## src/hdl/fls_pkg.sv

```systemverilog
// Shared constants and carrier types for the flash status and discovery block.
// Assumes a 50 MHz system clock and a host that drives the serial pins in mode 0.
package fls_pkg;

    // System clock period in nanoseconds.
    localparam int CLK_PERIOD_NS = 20;

    // Internal operation times in nanoseconds and their cycle counts.
    localparam int T_WRITE_REGS_NS = 20000;
    localparam int T_PROGRAM_NS    = 40000;
    localparam int T_ERASE_NS      = 80000;
    localparam int WRITE_REGS_CYC  = (T_WRITE_REGS_NS + CLK_PERIOD_NS - 1) / CLK_PERIOD_NS;
    localparam int PROGRAM_CYC     = (T_PROGRAM_NS + CLK_PERIOD_NS - 1) / CLK_PERIOD_NS;
    localparam int ERASE_CYC       = (T_ERASE_NS + CLK_PERIOD_NS - 1) / CLK_PERIOD_NS;
    localparam int BUSY_W          = 12;

    // Serial command opcodes.
    localparam logic [7:0] CMD_WRITE_REGISTERS    = 8'h01;
    localparam logic [7:0] CMD_PROGRAM            = 8'h02;
    localparam logic [7:0] CMD_CLEAR_WRITE_ENABLE = 8'h04;
    localparam logic [7:0] CMD_READ_STATUS        = 8'h05;
    localparam logic [7:0] CMD_SET_WRITE_ENABLE   = 8'h06;
    localparam logic [7:0] CMD_ERASE_SMALL        = 8'h20;
    localparam logic [7:0] CMD_CLEAR_STATUS       = 8'h30;
    localparam logic [7:0] CMD_READ_DISCOVERY     = 8'h5a;
    localparam logic [7:0] CMD_ERASE_LARGE        = 8'hd8;

    // Local register port addresses; discovery bytes sit at their own offsets.
    localparam logic [7:0] ADDR_STATUS_ONE = 8'h80;
    localparam logic [7:0] ADDR_CONFIG_ONE = 8'h81;
    localparam logic [7:0] ADDR_OPTION     = 8'h82;
    localparam logic [7:0] ADDR_DISC_LAST  = 8'h3f;

    // Status register one bit positions.
    localparam int SR_WRITE_DISABLE = 7;
    localparam int SR_PROGRAM_ERROR = 6;
    localparam int SR_ERASE_ERROR   = 5;
    localparam int SR_BP_MSB        = 4;
    localparam int SR_BP_LSB        = 2;
    localparam int SR_WRITE_ENABLE  = 1;
    localparam int SR_BUSY          = 0;
    // Configuration register one: block-protect bits volatile when set.
    localparam int CR_BP_VOLATILE   = 3;

    // Values after reset.
    localparam logic [2:0] RST_VOL_BP = 3'h7;
    localparam logic [2:0] RST_NV_BP  = 3'h0;

    // Discovery table bytes.
    localparam logic [7:0] DISC_ALL_MODES     = 8'he6;
    localparam logic [7:0] DISC_FILL          = 8'hff;
    localparam logic [7:0] DISC_NONE          = 8'h00;
    localparam logic [7:0] DISC_T1_SIZE_HYB   = 8'h0c;
    localparam logic [7:0] DISC_T1_SIZE_UNI   = 8'h12;
    localparam logic [7:0] DISC_T1_OP_HYB     = 8'h20;
    localparam logic [7:0] DISC_T1_OP_UNI     = 8'hd8;
    localparam logic [7:0] DISC_T2_SIZE_HYB   = 8'h10;
    localparam logic [7:0] DISC_T2_OP         = 8'hd8;

    typedef struct packed {
        logic sck;
        logic cs_n;
        logic mosi;
    } fls_spi_in_t;

    typedef struct packed {
        logic       rd;
        logic       wr;
        logic [7:0] addr;
        logic [7:0] wdata;
    } fls_bus_req_t;

    typedef struct packed {
        logic              sck_s1, sck_s2, sck_s3;
        logic              cs_s1, cs_s2, cs_s3;
        logic              mosi_s1, mosi_s2;
        logic              wp_s1, wp_s2;
        logic [2:0]        bit_cnt;
        logic [1:0]        byte_cnt;
        logic [7:0]        shift;
        logic [7:0]        opcode;
        logic [7:0]        arg0;
        logic [7:0]        arg1;
        logic [7:0]        tx;
        logic [7:0]        rd_addr;
        logic              status_write_disable;
        logic              p_err;
        logic              e_err;
        logic [2:0]        nv_bp;
        logic [2:0]        vol_bp;
        logic              bp_volatile;
        logic              write_enable_latch;
        logic              busy;
        logic [BUSY_W-1:0] busy_cnt;
        logic              esize_opt;
        logic              esize_done;
        logic              miso;
        logic              miso_oe;
        logic [7:0]        rdata;
    } fls_state_t;

endpackage

```

## src/hdl/fls_flash_status.sv

```systemverilog
// Status register one, write-enable gating, protection and discovery table of a serial flash.
// Assumes the host drives sck, cs_n and mosi asynchronously to i_clk, in mode 0,
// with sck well below a quarter of the 50 MHz system clock.
`timescale 1ns/1ps

module fls_flash_status (
    input  wire logic                  i_clk,
    input  wire logic                  i_rst_n,
    input  wire fls_pkg::fls_spi_in_t  i_spi,
    input  wire logic                  i_wp_n,
    input  wire fls_pkg::fls_bus_req_t i_bus,
    output logic                       o_miso,
    output logic                       o_miso_oe,
    output logic [7:0]                 o_rdata
);
    import fls_pkg::*;

    fls_state_t s;
    fls_state_t next_s;

    logic       sck_rise;
    logic       sck_fall;
    logic       cs_active;
    logic       frame_end;
    logic [7:0] byte_in;
    logic [7:0] status_now;
    logic [2:0] bp_now;
    logic       whole_bytes;
    logic       locked;
    logic       is_write_cmd;
    logic       wel_cmd;
    logic       wrr_go;
    logic       lock_hit;
    logic       no_wel_hit;
    logic       prog_reject;
    logic       erase_reject;

    // Discovery table; bytes outside the listed range read as fill.
    function automatic logic [7:0] disc_byte(input logic [7:0] a, input logic uniform);
        logic [7:0] d;
        d = DISC_FILL;
        case (a)
            8'h12: d = DISC_ALL_MODES;
            8'h13, 8'h14, 8'h15, 8'h16, 8'h17, 8'h1a, 8'h1b: d = DISC_FILL;
            8'h18, 8'h19, 8'h1c, 8'h1d: d = DISC_FILL;
            8'h1e: d = uniform ? DISC_T1_SIZE_UNI : DISC_T1_SIZE_HYB;
            8'h1f: d = uniform ? DISC_T1_OP_UNI : DISC_T1_OP_HYB;
            8'h20: d = uniform ? DISC_NONE : DISC_T2_SIZE_HYB;
            8'h21: d = DISC_T2_OP;
            8'h22, 8'h24: d = DISC_NONE;
            8'h23, 8'h25: d = DISC_FILL;
            default: d = DISC_FILL;
        endcase
        return d;
    endfunction

    // Sector index is the top address byte; each protect step doubles the top range.
    function automatic logic prot_hit(input logic [7:0] sector, input logic [2:0] bp);
        logic [8:0] span;
        span = 9'h001 << ({1'b0, bp} + 4'h1);
        return (bp != 3'h0) && ({1'b0, ~sector} < span);
    endfunction

    assign sck_rise   = s.sck_s2 & ~s.sck_s3;
    assign sck_fall   = ~s.sck_s2 & s.sck_s3;
    assign cs_active  = ~s.cs_s2;
    assign frame_end  = s.cs_s2 & ~s.cs_s3;
    assign byte_in    = {s.shift[6:0], s.mosi_s2};
    assign bp_now     = s.bp_volatile ? s.vol_bp : s.nv_bp;
    assign status_now = {s.status_write_disable, s.p_err, s.e_err, bp_now, s.write_enable_latch, s.busy};

    // Commands act only on a frame of whole bytes that arrives while idle.
    assign whole_bytes  = (s.bit_cnt == 3'h0) && (s.byte_cnt != 2'h0);
    assign locked       = s.status_write_disable & ~s.wp_s2;
    assign is_write_cmd = (s.opcode == CMD_WRITE_REGISTERS) || (s.opcode == CMD_PROGRAM)
                       || (s.opcode == CMD_ERASE_SMALL) || (s.opcode == CMD_ERASE_LARGE);
    assign wel_cmd      = frame_end && whole_bytes && !s.busy
                       && ((s.opcode == CMD_SET_WRITE_ENABLE)
                        || (s.opcode == CMD_CLEAR_WRITE_ENABLE));
    assign lock_hit     = frame_end && whole_bytes && !s.busy && s.write_enable_latch && locked
                       && (s.opcode == CMD_WRITE_REGISTERS);
    assign wrr_go       = frame_end && whole_bytes && !s.busy && s.write_enable_latch && !locked
                       && (s.opcode == CMD_WRITE_REGISTERS) && (s.byte_cnt >= 2'h2);
    assign no_wel_hit   = frame_end && whole_bytes && !s.busy && !s.write_enable_latch && is_write_cmd;
    assign prog_reject  = frame_end && whole_bytes && !s.busy && s.write_enable_latch
                       && (s.opcode == CMD_PROGRAM) && (s.byte_cnt >= 2'h2)
                       && prot_hit(s.arg0, bp_now);
    assign erase_reject = frame_end && whole_bytes && !s.busy && s.write_enable_latch
                       && ((s.opcode == CMD_ERASE_SMALL) || (s.opcode == CMD_ERASE_LARGE))
                       && (s.byte_cnt >= 2'h2) && prot_hit(s.arg0, bp_now);

    always_comb begin
        logic [7:0] op;
        logic [7:0] a;
        op     = 8'h00;
        a      = 8'h00;
        next_s = s;

        // Two flops on every pin before any logic looks at it.
        next_s.sck_s1  = i_spi.sck;
        next_s.sck_s2  = s.sck_s1;
        next_s.sck_s3  = s.sck_s2;
        next_s.cs_s1   = i_spi.cs_n;
        next_s.cs_s2   = s.cs_s1;
        next_s.cs_s3   = s.cs_s2;
        next_s.mosi_s1 = i_spi.mosi;
        next_s.mosi_s2 = s.mosi_s1;
        next_s.wp_s1   = i_wp_n;
        next_s.wp_s2   = s.wp_s1;

        // Internal operation timer.
        if (s.busy) begin
            if (s.busy_cnt == '0) begin
                next_s.busy = 1'b0;
            end else begin
                next_s.busy_cnt = s.busy_cnt - BUSY_W'(1);
            end
        end

        if (!cs_active) begin
            next_s.bit_cnt = 3'h0;
            next_s.tx      = DISC_FILL;
            if (!frame_end) begin
                next_s.byte_cnt = 2'h0;
            end
            next_s.miso_oe = 1'b0;
        end else if (sck_rise) begin
            next_s.shift   = byte_in;
            next_s.bit_cnt = s.bit_cnt + 3'h1;
            if (s.bit_cnt == 3'h7) begin
                op = (s.byte_cnt == 2'h0) ? byte_in : s.opcode;
                case (s.byte_cnt)
                    2'h0: next_s.opcode = byte_in;
                    2'h1: next_s.arg0 = byte_in;
                    2'h2: next_s.arg1 = byte_in;
                    default: next_s.arg1 = s.arg1;
                endcase
                if (s.byte_cnt != 2'h3) begin
                    next_s.byte_cnt = s.byte_cnt + 2'h1;
                end
                // Reply bytes load on the edge that ends a byte, shift out on falls.
                if (op == CMD_READ_STATUS) begin
                    next_s.tx = status_now;
                end else if (op == CMD_READ_DISCOVERY && s.byte_cnt != 2'h0) begin
                    a              = (s.byte_cnt == 2'h1) ? byte_in : s.rd_addr;
                    next_s.tx      = disc_byte(a, s.esize_opt);
                    next_s.rd_addr = a + 8'h01;
                end
            end
        end else if (sck_fall) begin
            next_s.miso    = s.tx[7];
            next_s.tx      = {s.tx[6:0], 1'b1};
            next_s.miso_oe = 1'b1;
        end

        // Commands execute on the rising edge of chip select.
        if (frame_end && whole_bytes && !s.busy) begin
            case (s.opcode)
                CMD_SET_WRITE_ENABLE: next_s.write_enable_latch = 1'b1;
                CMD_CLEAR_WRITE_ENABLE: next_s.write_enable_latch = 1'b0;
                CMD_CLEAR_STATUS: begin
                    next_s.p_err = 1'b0;
                    next_s.e_err = 1'b0;
                end
                CMD_WRITE_REGISTERS: begin
                    // The latch is left alone here; only the enable commands touch it.
                    if (wrr_go) begin
                        next_s.status_write_disable = s.arg0[SR_WRITE_DISABLE];
                        if (s.bp_volatile) begin
                            next_s.vol_bp = s.arg0[SR_BP_MSB:SR_BP_LSB];
                        end else begin
                            next_s.nv_bp = s.arg0[SR_BP_MSB:SR_BP_LSB];
                        end
                        if (s.byte_cnt == 2'h3) begin
                            next_s.bp_volatile = s.arg1[CR_BP_VOLATILE];
                        end
                        next_s.busy     = 1'b1;
                        next_s.busy_cnt = BUSY_W'(WRITE_REGS_CYC - 1);
                    end
                end
                CMD_PROGRAM: begin
                    if (s.write_enable_latch && s.byte_cnt >= 2'h2) begin
                        if (prog_reject) begin
                            next_s.p_err = 1'b1;
                        end else begin
                            next_s.busy     = 1'b1;
                            next_s.busy_cnt = BUSY_W'(PROGRAM_CYC - 1);
                        end
                    end
                end
                CMD_ERASE_SMALL, CMD_ERASE_LARGE: begin
                    if (s.write_enable_latch && s.byte_cnt >= 2'h2) begin
                        if (erase_reject) begin
                            next_s.e_err = 1'b1;
                        end else begin
                            next_s.busy     = 1'b1;
                            next_s.busy_cnt = BUSY_W'(ERASE_CYC - 1);
                        end
                    end
                end
                default: next_s.opcode = s.opcode;
            endcase
        end

        // Local register port; read data stands for one cycle only.
        next_s.rdata = 8'h00;
        if (i_bus.rd) begin
            if (i_bus.addr <= ADDR_DISC_LAST) begin
                next_s.rdata = disc_byte(i_bus.addr, s.esize_opt);
            end else if (i_bus.addr == ADDR_STATUS_ONE) begin
                next_s.rdata = status_now;
            end else if (i_bus.addr == ADDR_CONFIG_ONE) begin
                next_s.rdata = {4'h0, s.bp_volatile, 3'h0};
            end else if (i_bus.addr == ADDR_OPTION) begin
                next_s.rdata = {6'h00, s.esize_done, s.esize_opt};
            end
        end
        // The erase-size option takes one write per reset: the first write after reset sticks.
        if (i_bus.wr && i_bus.addr == ADDR_OPTION && !s.esize_done) begin
            next_s.esize_opt  = i_bus.wdata[0];
            next_s.esize_done = 1'b1;
        end
    end

    always_ff @(posedge i_clk) begin
        if (!i_rst_n) begin
            s        <= '0;
            s.sck_s1 <= 1'b0;
            s.cs_s1  <= 1'b1;
            s.cs_s2  <= 1'b1;
            s.cs_s3  <= 1'b1;
            s.wp_s1  <= 1'b1;
            s.wp_s2  <= 1'b1;
            s.tx     <= DISC_FILL;
            s.vol_bp <= RST_VOL_BP;
            s.nv_bp  <= RST_NV_BP;
        end else begin
            s <= next_s;
        end
    end

    assign o_miso    = s.miso;
    assign o_miso_oe = s.miso_oe;
    assign o_rdata   = s.rdata;

    a_lock_freezes: assert property (@(posedge i_clk) disable iff (!i_rst_n)
        lock_hit |=> (s.status_write_disable == $past(s.status_write_disable)) && !s.busy
                     && (s.nv_bp == $past(s.nv_bp)) && (s.vol_bp == $past(s.vol_bp)))
        else $error("locked register write changed state");

    a_unlocked_write: assert property (@(posedge i_clk) disable iff (!i_rst_n)
        (frame_end && whole_bytes && !s.busy && s.write_enable_latch && !s.status_write_disable && !s.wp_s2
         && s.opcode == CMD_WRITE_REGISTERS && s.byte_cnt >= 2'h2) |=> s.busy)
        else $error("unlocked register write was not accepted");

    a_err_source: assert property (@(posedge i_clk) disable iff (!i_rst_n)
        $rose(s.p_err) |-> $past(prog_reject))
        else $error("program error flag rose without a rejected program");

    a_prot_reject: assert property (@(posedge i_clk) disable iff (!i_rst_n)
        erase_reject |=> s.e_err && !s.busy)
        else $error("erase into protected range was not rejected");

    a_wel_gate: assert property (@(posedge i_clk) disable iff (!i_rst_n)
        no_wel_hit |=> !s.busy && (s.status_write_disable == $past(s.status_write_disable)))
        else $error("write command ran with latch clear");

    // Reset itself clears the latch, so the edge that releases reset is not a command edge.
    a_wel_only_cmds: assert property (@(posedge i_clk) disable iff (!i_rst_n)
        ($changed(s.write_enable_latch) && $past(i_rst_n)) |-> $past(wel_cmd))
        else $error("write enable latch changed outside enable commands");

    a_busy_holds: assert property (@(posedge i_clk) disable iff (!i_rst_n)
        wrr_go |=> s.busy [*8] ##1 s.busy)
        else $error("busy did not hold during register write");

    a_busy_ends: assert property (@(posedge i_clk) disable iff (!i_rst_n)
        $fell(s.busy) |-> ($past(s.busy_cnt) == '0))
        else $error("busy cleared before the timer ran out");

    a_rom_modes: assert property (@(posedge i_clk) disable iff (!i_rst_n)
        (i_bus.rd && i_bus.addr == 8'h12) |=> (o_rdata == DISC_ALL_MODES))
        else $error("discovery byte 12h wrong");

    a_rom_type1: assert property (@(posedge i_clk) disable iff (!i_rst_n)
        (i_bus.rd && i_bus.addr == 8'h1e)
        |=> (o_rdata == ($past(s.esize_opt) ? DISC_T1_SIZE_UNI : DISC_T1_SIZE_HYB)))
        else $error("discovery byte 1Eh wrong");

    a_rom_type2: assert property (@(posedge i_clk) disable iff (!i_rst_n)
        (i_bus.rd && i_bus.addr == 8'h21) |=> (o_rdata == DISC_T2_OP))
        else $error("discovery byte 21h wrong");

    a_rom_dual_all: assert property (@(posedge i_clk) disable iff (!i_rst_n)
        (i_bus.rd && i_bus.addr == 8'h19) |=> (o_rdata == DISC_FILL))
        else $error("discovery byte 19h wrong");

    a_rom_reserved: assert property (@(posedge i_clk) disable iff (!i_rst_n)
        (i_bus.rd && i_bus.addr == 8'h1a) |=> (o_rdata == DISC_FILL))
        else $error("discovery byte 1Ah wrong");

    a_rom_type1_op: assert property (@(posedge i_clk) disable iff (!i_rst_n)
        (i_bus.rd && i_bus.addr == 8'h1f)
        |=> (o_rdata == ($past(s.esize_opt) ? DISC_T1_OP_UNI : DISC_T1_OP_HYB)))
        else $error("discovery byte 1Fh wrong");

    a_rom_t2_size: assert property (@(posedge i_clk) disable iff (!i_rst_n)
        (i_bus.rd && i_bus.addr == 8'h20)
        |=> (o_rdata == ($past(s.esize_opt) ? DISC_NONE : DISC_T2_SIZE_HYB)))
        else $error("discovery byte 20h wrong");

    a_rom_unsup: assert property (@(posedge i_clk) disable iff (!i_rst_n)
        (i_bus.rd && i_bus.addr == 8'h24) |=> (o_rdata == DISC_NONE))
        else $error("discovery byte 24h wrong");

    a_wel_set: assert property (@(posedge i_clk) disable iff (!i_rst_n)
        (wel_cmd && s.opcode == CMD_SET_WRITE_ENABLE) |=> s.write_enable_latch)
        else $error("set write enable did not set the latch");

    a_wel_clear: assert property (@(posedge i_clk) disable iff (!i_rst_n)
        (wel_cmd && s.opcode == CMD_CLEAR_WRITE_ENABLE) |=> !s.write_enable_latch)
        else $error("clear write enable did not clear the latch");

    a_erase_runs: assert property (@(posedge i_clk) disable iff (!i_rst_n)
        (frame_end && whole_bytes && !s.busy && s.write_enable_latch && s.byte_cnt >= 2'h2 && !erase_reject
         && (s.opcode == CMD_ERASE_SMALL || s.opcode == CMD_ERASE_LARGE)) |=> s.busy)
        else $error("enabled erase outside the protected range did not start");

endmodule // fls_flash_status

```

## config.mk

```make
export PLATFORM = sky130hd
export DESIGN_NAME = fls_flash_status
export DESIGN_NICKNAME = d
export VERILOG_FILES = /design/src/hdl/fls_pkg.sv /design/src/hdl/fls_flash_status.sv
export SDC_FILE = /design/constraint.sdc
export NUM_CORES = 1
export LEC_CHECK = 0
export CORE_AREA = 2 2 135 137
export CTS_BUF_LIST = sky130_fd_sc_hd__clkbuf_4 sky130_fd_sc_hd__clkbuf_8
export CTS_CLUSTER_SIZE = 10
export DETAILED_ROUTE_END_ITERATION = 16
export DIE_AREA = 0 0 137 139
export DONT_BUFFER_PORTS = 1
export SLEW_MARGIN = 15
export SYNTH_ARGS = -nofsm -noshare
export SYNTH_HDL_FRONTEND = slang
export SYNTH_SLANG_ARGS = --single-unit
```

## constraint.sdc

```tcl
create_clock -name i_clk -period 3 [get_ports i_clk]
set_input_delay 0.15 -clock i_clk [delete_from_list [all_inputs] [get_ports i_clk]]
set_output_delay 0.15 -clock i_clk [all_outputs]
set_load 0.02 [all_outputs]
```

## Word-level counts from Yosys, hierarchy flattened

Cells that the tools add are included.

| operators by class | value |
|---|---|
| add/sub/neg operators | 5 |
| order comparisons | 3 |
| eq/ne operators | 40 |
| shift operators | 1 |
| mux-type cells | 49 |
| bitwise logic cells | 14 |
| reduce and logical (&&, ||, !) cells | 55 |

Operator list:

| operator | number |
|---|---|
| 8-bit 2-to-1 mux | 13 |
| 8-bit one-hot mux with 6 select lines | 2 |
| 13-bit 2-to-1 mux | 7 |
| 8-bit by 6-bit equality test with 1-bit output, second input constant | 10 |
| 16-bit 2-to-1 mux | 5 |
| 8-bit by 5-bit equality test with 1-bit output, second input constant | 6 |
| 40-bit 2-to-1 mux | 1 |
| 13-bit one-hot mux with 3 select lines | 1 |
| 34-bit 2-to-1 mux | 1 |
| 8-bit equality test, second input constant | 4 |
| 4-bit AND reduction | 8 |
| 8-bit by 3-bit equality test with 1-bit output, second input constant | 3 |
| 24-bit 2-to-1 mux | 1 |
| 1-bit logical AND | 18 |
| 2-bit nonzero test | 8 |
| 12-bit logical NOT | 1 |
| 12-bit 2-to-1 mux | 1 |
| 2-bit inequality test, second input constant | 6 |
| 12-bit by 1-bit subtractor with 12-bit output, second input constant | 1 |
| 2-bit 2-to-1 mux | 5 |
| 5-bit 2-to-1 mux | 2 |
| 8-bit by 9-bit < comparator with 1-bit output | 1 |
| 1-bit inverter | 9 |
| 3-bit AND reduction | 3 |
| other kinds (31) | 50 |

| storage, ports and cells | value |
|---|---|
| flip-flop bits (word level) | 99 |
| bits of input ports | 24 |
| output and inout bits | 10 |
| word-level logic and storage cells | 199 |

## Logic depth before layout (Yosys ltp)

| logic depth | value |
|---|---|
| depth in word-level cells | 16 |
| gate-level depth with buffers | 12 |
| mapped depth without buffers | 11 |

## Worst setup path before layout

No wires, ideal clock.

| path | value |
|---|---|
| kind | register to register |
| from | register s[26] (netlist bit) |
| to | register s[13] (netlist bit) |
| setup time | 0.143 ns |
| arrival | 2.569 ns |
| data required time | 2.857 ns |
| path slack | 0.288 ns |
| cell stages (with the launch flop) | 11 |
| buffers on the path | 1 |
| period minus slack after synthesis | 2.712 ns |
| cells stage by stage | dfxtp_1 clkbuf_1 mux2i_1 nand2_1 ha_1 a21oi_1 o21ai_0 o31ai_1 nand2_1 a31oi_1 a21boi_0 |

| on the way | value |
|---|---|
| word-level cells in the longest chain between the ends | 10 |
| elaborated cells on any way between the ends | 14 |
| those cells by class | 1 x add/sub; 1 x order compare; 1 x shift; 7 x mux; 4 x reduce/logical |

RTL lines:

| item | RTL line | RTL |
|---|---|---|
| start, declared | fls_flash_status.sv:18 | `fls_state_t s;` |
| start signal, assigned | fls_flash_status.sv:238 | `s <= next_s;` |
| 3-bit 2-to-1 mux (*) | fls_flash_status.sv:69 | `assign bp_now = s.bp_volatile ? s.vol_bp : s.nv_bp;` |
| 3-bit by 1-bit adder with 4-bit output | fls_flash_status.sv:60 | `span = 9'h001 << ({1'b0, bp} + 4'h1);` |
| 1-bit by 4-bit << shifter with 9-bit output | fls_flash_status.sv:60 |  |
| 8-bit by 9-bit < comparator with 1-bit output | fls_flash_status.sv:61 | `return (bp != 3'h0) && ({1'b0, ~sector} < span);` |
| 1-bit logical AND (*) | fls_flash_status.sv:61 |  |
| 1-bit logical AND, on equally long branches | fls_flash_status.sv:90, fls_flash_status.sv:87 |  |
| 13-bit 2-to-1 mux, on equally long branches | fls_flash_status.sv:193, fls_flash_status.sv:183 |  |
| 13-bit 2-to-1 mux, on equally long branches | fls_flash_status.sv:192, fls_flash_status.sv:182 |  |
| 13-bit one-hot mux with 3 select lines (*) | fls_flash_status.sv:158 | `case (s.opcode)` |
| 13-bit 2-to-1 mux (*) | fls_flash_status.sv:157 | `if (frame_end && whole_bytes && !s.busy) begin` |

Every way passes the cells marked *; elsewhere a longest branch is shown, timed or not.
A chain may end at the register's enable or synchronous reset.

## Worst setup path after layout

| path | value |
|---|---|
| from | register s[26] (netlist bit) |
| to | register s[21] (netlist bit) |

The elaborated chain is that of the path after synthesis.

==> out/metrics.sh <==
OUTCOME='finished clean'
SETUP-TNS-FINAL_NS=0
DETAIL-ROUTE-ANTENNA-NETS=0
LEAKAGE_nW=1.94
POSTSYNTHAREAPERCELL_UM2=8.14
PLACEMENTROWS=49
PLACEABLECOREAREA_UM2=17700
PRE_CTS_SLACK_NS=0.194
WORST_PATH_SETUP_SLACK_AFTER_ROUTING_NS=0.273
IRDROPWORSTVDD_mV=0.312
SYNTH_FLOP_CELL='sky130_fd_sc_hd__dfxtp_1'
CP_MAX_FO=12
FINALCLOCKSKEW_NS=0.0113
TRITONCTS='built'
VIAS=4442
WORST_SLEW_PIN_SLEW_NS=0.743
SYNTH_MOST_COMMON_CELL='sky130_fd_sc_hd__dfxtp_1'
CTS_MAX_PATH_BUFFERS=2
SYNTH_ENABLE_FLOP_CELLS=0
COUNT_OF_UNIQUE_LIBRARY_CELLS_INSTANTIATED_BY_YOSYS=77
PERIOD_SHARE=0.909
SYNTH_WARNINGS=0
DIE-HEIGHT_UM=139
CRIT_REQUIRED_NS=3.25
SYNTH_AREA_LEADER_CELL='sky130_fd_sc_hd__dfxtp_1'
FMAX_MHz=367
POST-DP-HPWL_UM=8760
N_ANTENNA_CELL=0
NETLIST.AREA_LEADER.SHARE=0.347
SYNTH_MUX_AREA_FRAC=0.0431
NUMCTSBUFFERS=9
CRITICAL_PATH_CLASS='flop to flop'
MAPPEDNETLISTNETS=681
DETAILEDROUTE.FIRSTPASSITERATIONCOUNT=5
ROUTE.FINAL.WIRE_LENGTH_UM=12400
TIMING.FINAL.CRIT_PERIOD_NS=2.73
DRT_FIRST_ITER_VIOLATIONS=360
RSZ_0062_RAISED_AFTER_GLOBAL_ROUTING='no'
DIE_X_UM=137
CRIT_PATH_START_KIND='flop'
PATH_CLK_SLEW_NS=0.09
PIN_COUNT_OF_THE_BIGGEST_NET_ENTERING_GLOBAL_ROUTING=71
DIE_AREA_UM2=19000
FIN_UTIL=0.325
SYNTH.FF_LATCH_COUNT=90
GRT_PASS1_WL_UM=20400
MAX-CAP-VIOLATIONS=0
MOST_NUMEROUS_CELL_TYPES_IN_THE_SYNTHESIZED_NETLIST='sky130_fd_sc_hd__dfxtp_1 (90), sky130_fd_sc_hd__nand2_1 (86), sky130_fd_sc_hd__a21boi_0 (40), sky130_fd_sc_hd__o21ai_0 (34), sky130_fd_sc_hd__nor2_1 (33)'
GP_CONGESTION=0.819
POST_SYNTH_XOR_AREA_FRACTION=0.0118
YS_TOP_CELLS_BY_AREA='sky130_fd_sc_hd__dfxtp_1 (35%), sky130_fd_sc_hd__nand2_1 (6.2%), sky130_fd_sc_hd__a21boi_0 (5.8%), sky130_fd_sc_hd__ha_1 (4.6%), sky130_fd_sc_hd__mux2i_1 (3.7%)'
GROUTE.USAGE.OVERALL=0.133
CLOCKROOTBUFFER='sky130_fd_sc_hd__clkbuf_8'
IO_PINS=34
HOLDCRITPATHCLASS='primary input to flop'
FINALNETCOUNT=675
ANTENNA_VIOLATIONS_BEFORE_REPAIR=0
SKEW_PAIR_LATE_INSERTION_DELAY_NS=0.37
SYN-CELL-AREA_UM2=5190
SYNTH-SIMPLE-AREA-SHARE=0.259
TRITONCTS_NUM_SINKS=90
GLOBALROUTE.TOTALOVERFLOW=0
FRACTION_OF_THE_YOSYS_AREA_TAKEN_BY_SEQUENTIAL_CELLS=0.347
FLOW.AREA_GROWTH_FROM_SYNTHESIS_PCT=10.6
SYNTH_TOP_FAMILY_BY_AREA='simple AND/OR/NAND/NOR gates'
PORT_BUFFERS=0
SYNTHADDERAREAFRAC=0.0477
SYN_INST=638
HOLD_VIOLATIONS=0
SYNTH-COMPOUND-AREA-SHARE=0.237
CP-END-KIND='flop'
INITIAL_CORE_UTIL=0.294
CTS_MAX_LEVEL=3
ROUTE.DETAILED.WL_PER_INST_UM=14.4
POWER.DENSITY_CELL_AREA_nW_PER_UM2=383
DRIVE_GT1_FRAC=0.0898
DRC_ERRORS=0
FIRST_GLOBAL_VIAS=4029
ENDPOINT_ARRIVAL_TIME_ON_THE_CRITICAL_PATH_NS=2.98
SYNTH-ASYNC-RESET-RATIO=0
DRT-VIAS-PER-INSTANCE=5.14
SETUP-VIOLATIONS-FINAL=0
SLEW_VIOLATIONS=0
SLEW_HEADROOM=0.492
[critical path, cell delays in order (launching register included)]
cell and delay [ns]:
sky130_fd_sc_hd__dfxtp_2 0.46, sky130_fd_sc_hd__nor2b_1 0.09, sky130_fd_sc_hd__a21o_1 0.21, sky130_fd_sc_hd__nor2_1 0.15, sky130_fd_sc_hd__nand2_1 0.07, sky130_fd_sc_hd__ha_1 0.30
sky130_fd_sc_hd__a21oi_1 0.16, sky130_fd_sc_hd__o21ai_0 0.12, sky130_fd_sc_hd__o31ai_1 0.38, sky130_fd_sc_hd__nand2_1 0.19, sky130_fd_sc_hd__a31oi_1 0.21, sky130_fd_sc_hd__buf_4 0.17
sky130_fd_sc_hd__a21boi_0 0.08
[cell type report]
cell class	instances	area, µm²
sequential	90	1800
clock inverter	3	65.1
multi-input combinational	483	3110
fill	1862	11900
timing repair buffer	29	263
clock buffer	11	145
tap	229	287
inverter	19	71.3
[routing by layer]
layer  global-route usage  part of all wire  up-vias
met5                    0                 0        -
met4               0.0521             0.020        0
met3               0.0241             0.046       17
met2                0.202              0.44      111
met1                0.185              0.49     2045
li1                     -                 -     2269
[cells in the final DEF, fill, tap and decap left out, types with 6 or more instances in the layout]
cell type,count
sky130_fd_sc_hd__mux2i_1,19
sky130_fd_sc_hd__inv_1,19
sky130_fd_sc_hd__nor2_1,33
sky130_fd_sc_hd__nand2_1,86
sky130_fd_sc_hd__xnor2_1,6
sky130_fd_sc_hd__o21ai_0,34
sky130_fd_sc_hd__dlygate4sd3_1,10
sky130_fd_sc_hd__a21oi_1,31
sky130_fd_sc_hd__and2_1,11
sky130_fd_sc_hd__nor3_1,21
sky130_fd_sc_hd__ha_1,18
sky130_fd_sc_hd__dfxtp_1,89
sky130_fd_sc_hd__nand2b_1,10
sky130_fd_sc_hd__clkbuf_8,10
sky130_fd_sc_hd__buf_4,18
sky130_fd_sc_hd__nand3b_1,6
sky130_fd_sc_hd__o31ai_1,7
sky130_fd_sc_hd__a21o_1,6
sky130_fd_sc_hd__nor3b_1,8
sky130_fd_sc_hd__nand3_1,30
sky130_fd_sc_hd__nor2b_1,11
sky130_fd_sc_hd__a21boi_0,40
[path summary, 6_finish.rpt]
kind	from	depth (start not counted)	end	slack, ns
hold / removal	i_bus[8]	2	o_rdata[5]	0.03
hold reg to reg	next_s[94]	1	next_s[93]	0.43
setup reg to reg	s[26]	12	s[21]	0.27
setup / recovery	s[26]	12	s[21]	0.27
[stage by stage]
step	area [µm²]	hold slack [ns]	total power, mW	instances
6_report	5740	0.0324	2.20	864
5_1_grt	5740	0.0430	2.28	864
2_1_floorplan	5190	0.251	1.29	638
3_5_place_dp	5400	0.232	1.29	839
3_3_place_gp	5400	0.239	1.29	839
4_1_cts	5740	0.0293	2.22	864
[cell families after synthesis]
| group | count (synthesis) |
|---|---|
| fa+ha+maj | 20 |
| simple gates | 257 |
| mux | 22 |
| buf+inv | 65 |
| xor+xnor | 7 |
| compound gates | 177 |
| flops | 90 |
[where the power goes]
| part | switching [mW] | internal [mW] | leakage, nW |
|---|---|---|---|
| clock | 0.426 | 0.491 | 0.109 |
| sequential | 0.00888 | 1.20 | 0.728 |
| combinational | 0.0376 | 0.0349 | 1.10 |
[repair_timing]
action	in CTS	in global routing
setup endpoints to repair	0	8
resized for setup	0	2
hold buffers	11	0
buffers inserted	0	0
hold endpoints to repair	75	0
[flip-flops by register name, summed over array words and instances (netlist names)]
| signal | cells |
|---|---|
| s | 66 |
| byte_in | 8 |
| o_miso | 1 |
| next_s | 6 |
| o_miso_oe | 1 |
| o_rdata | 8 |
Note: power is estimated with default switching activity, not from simulation.
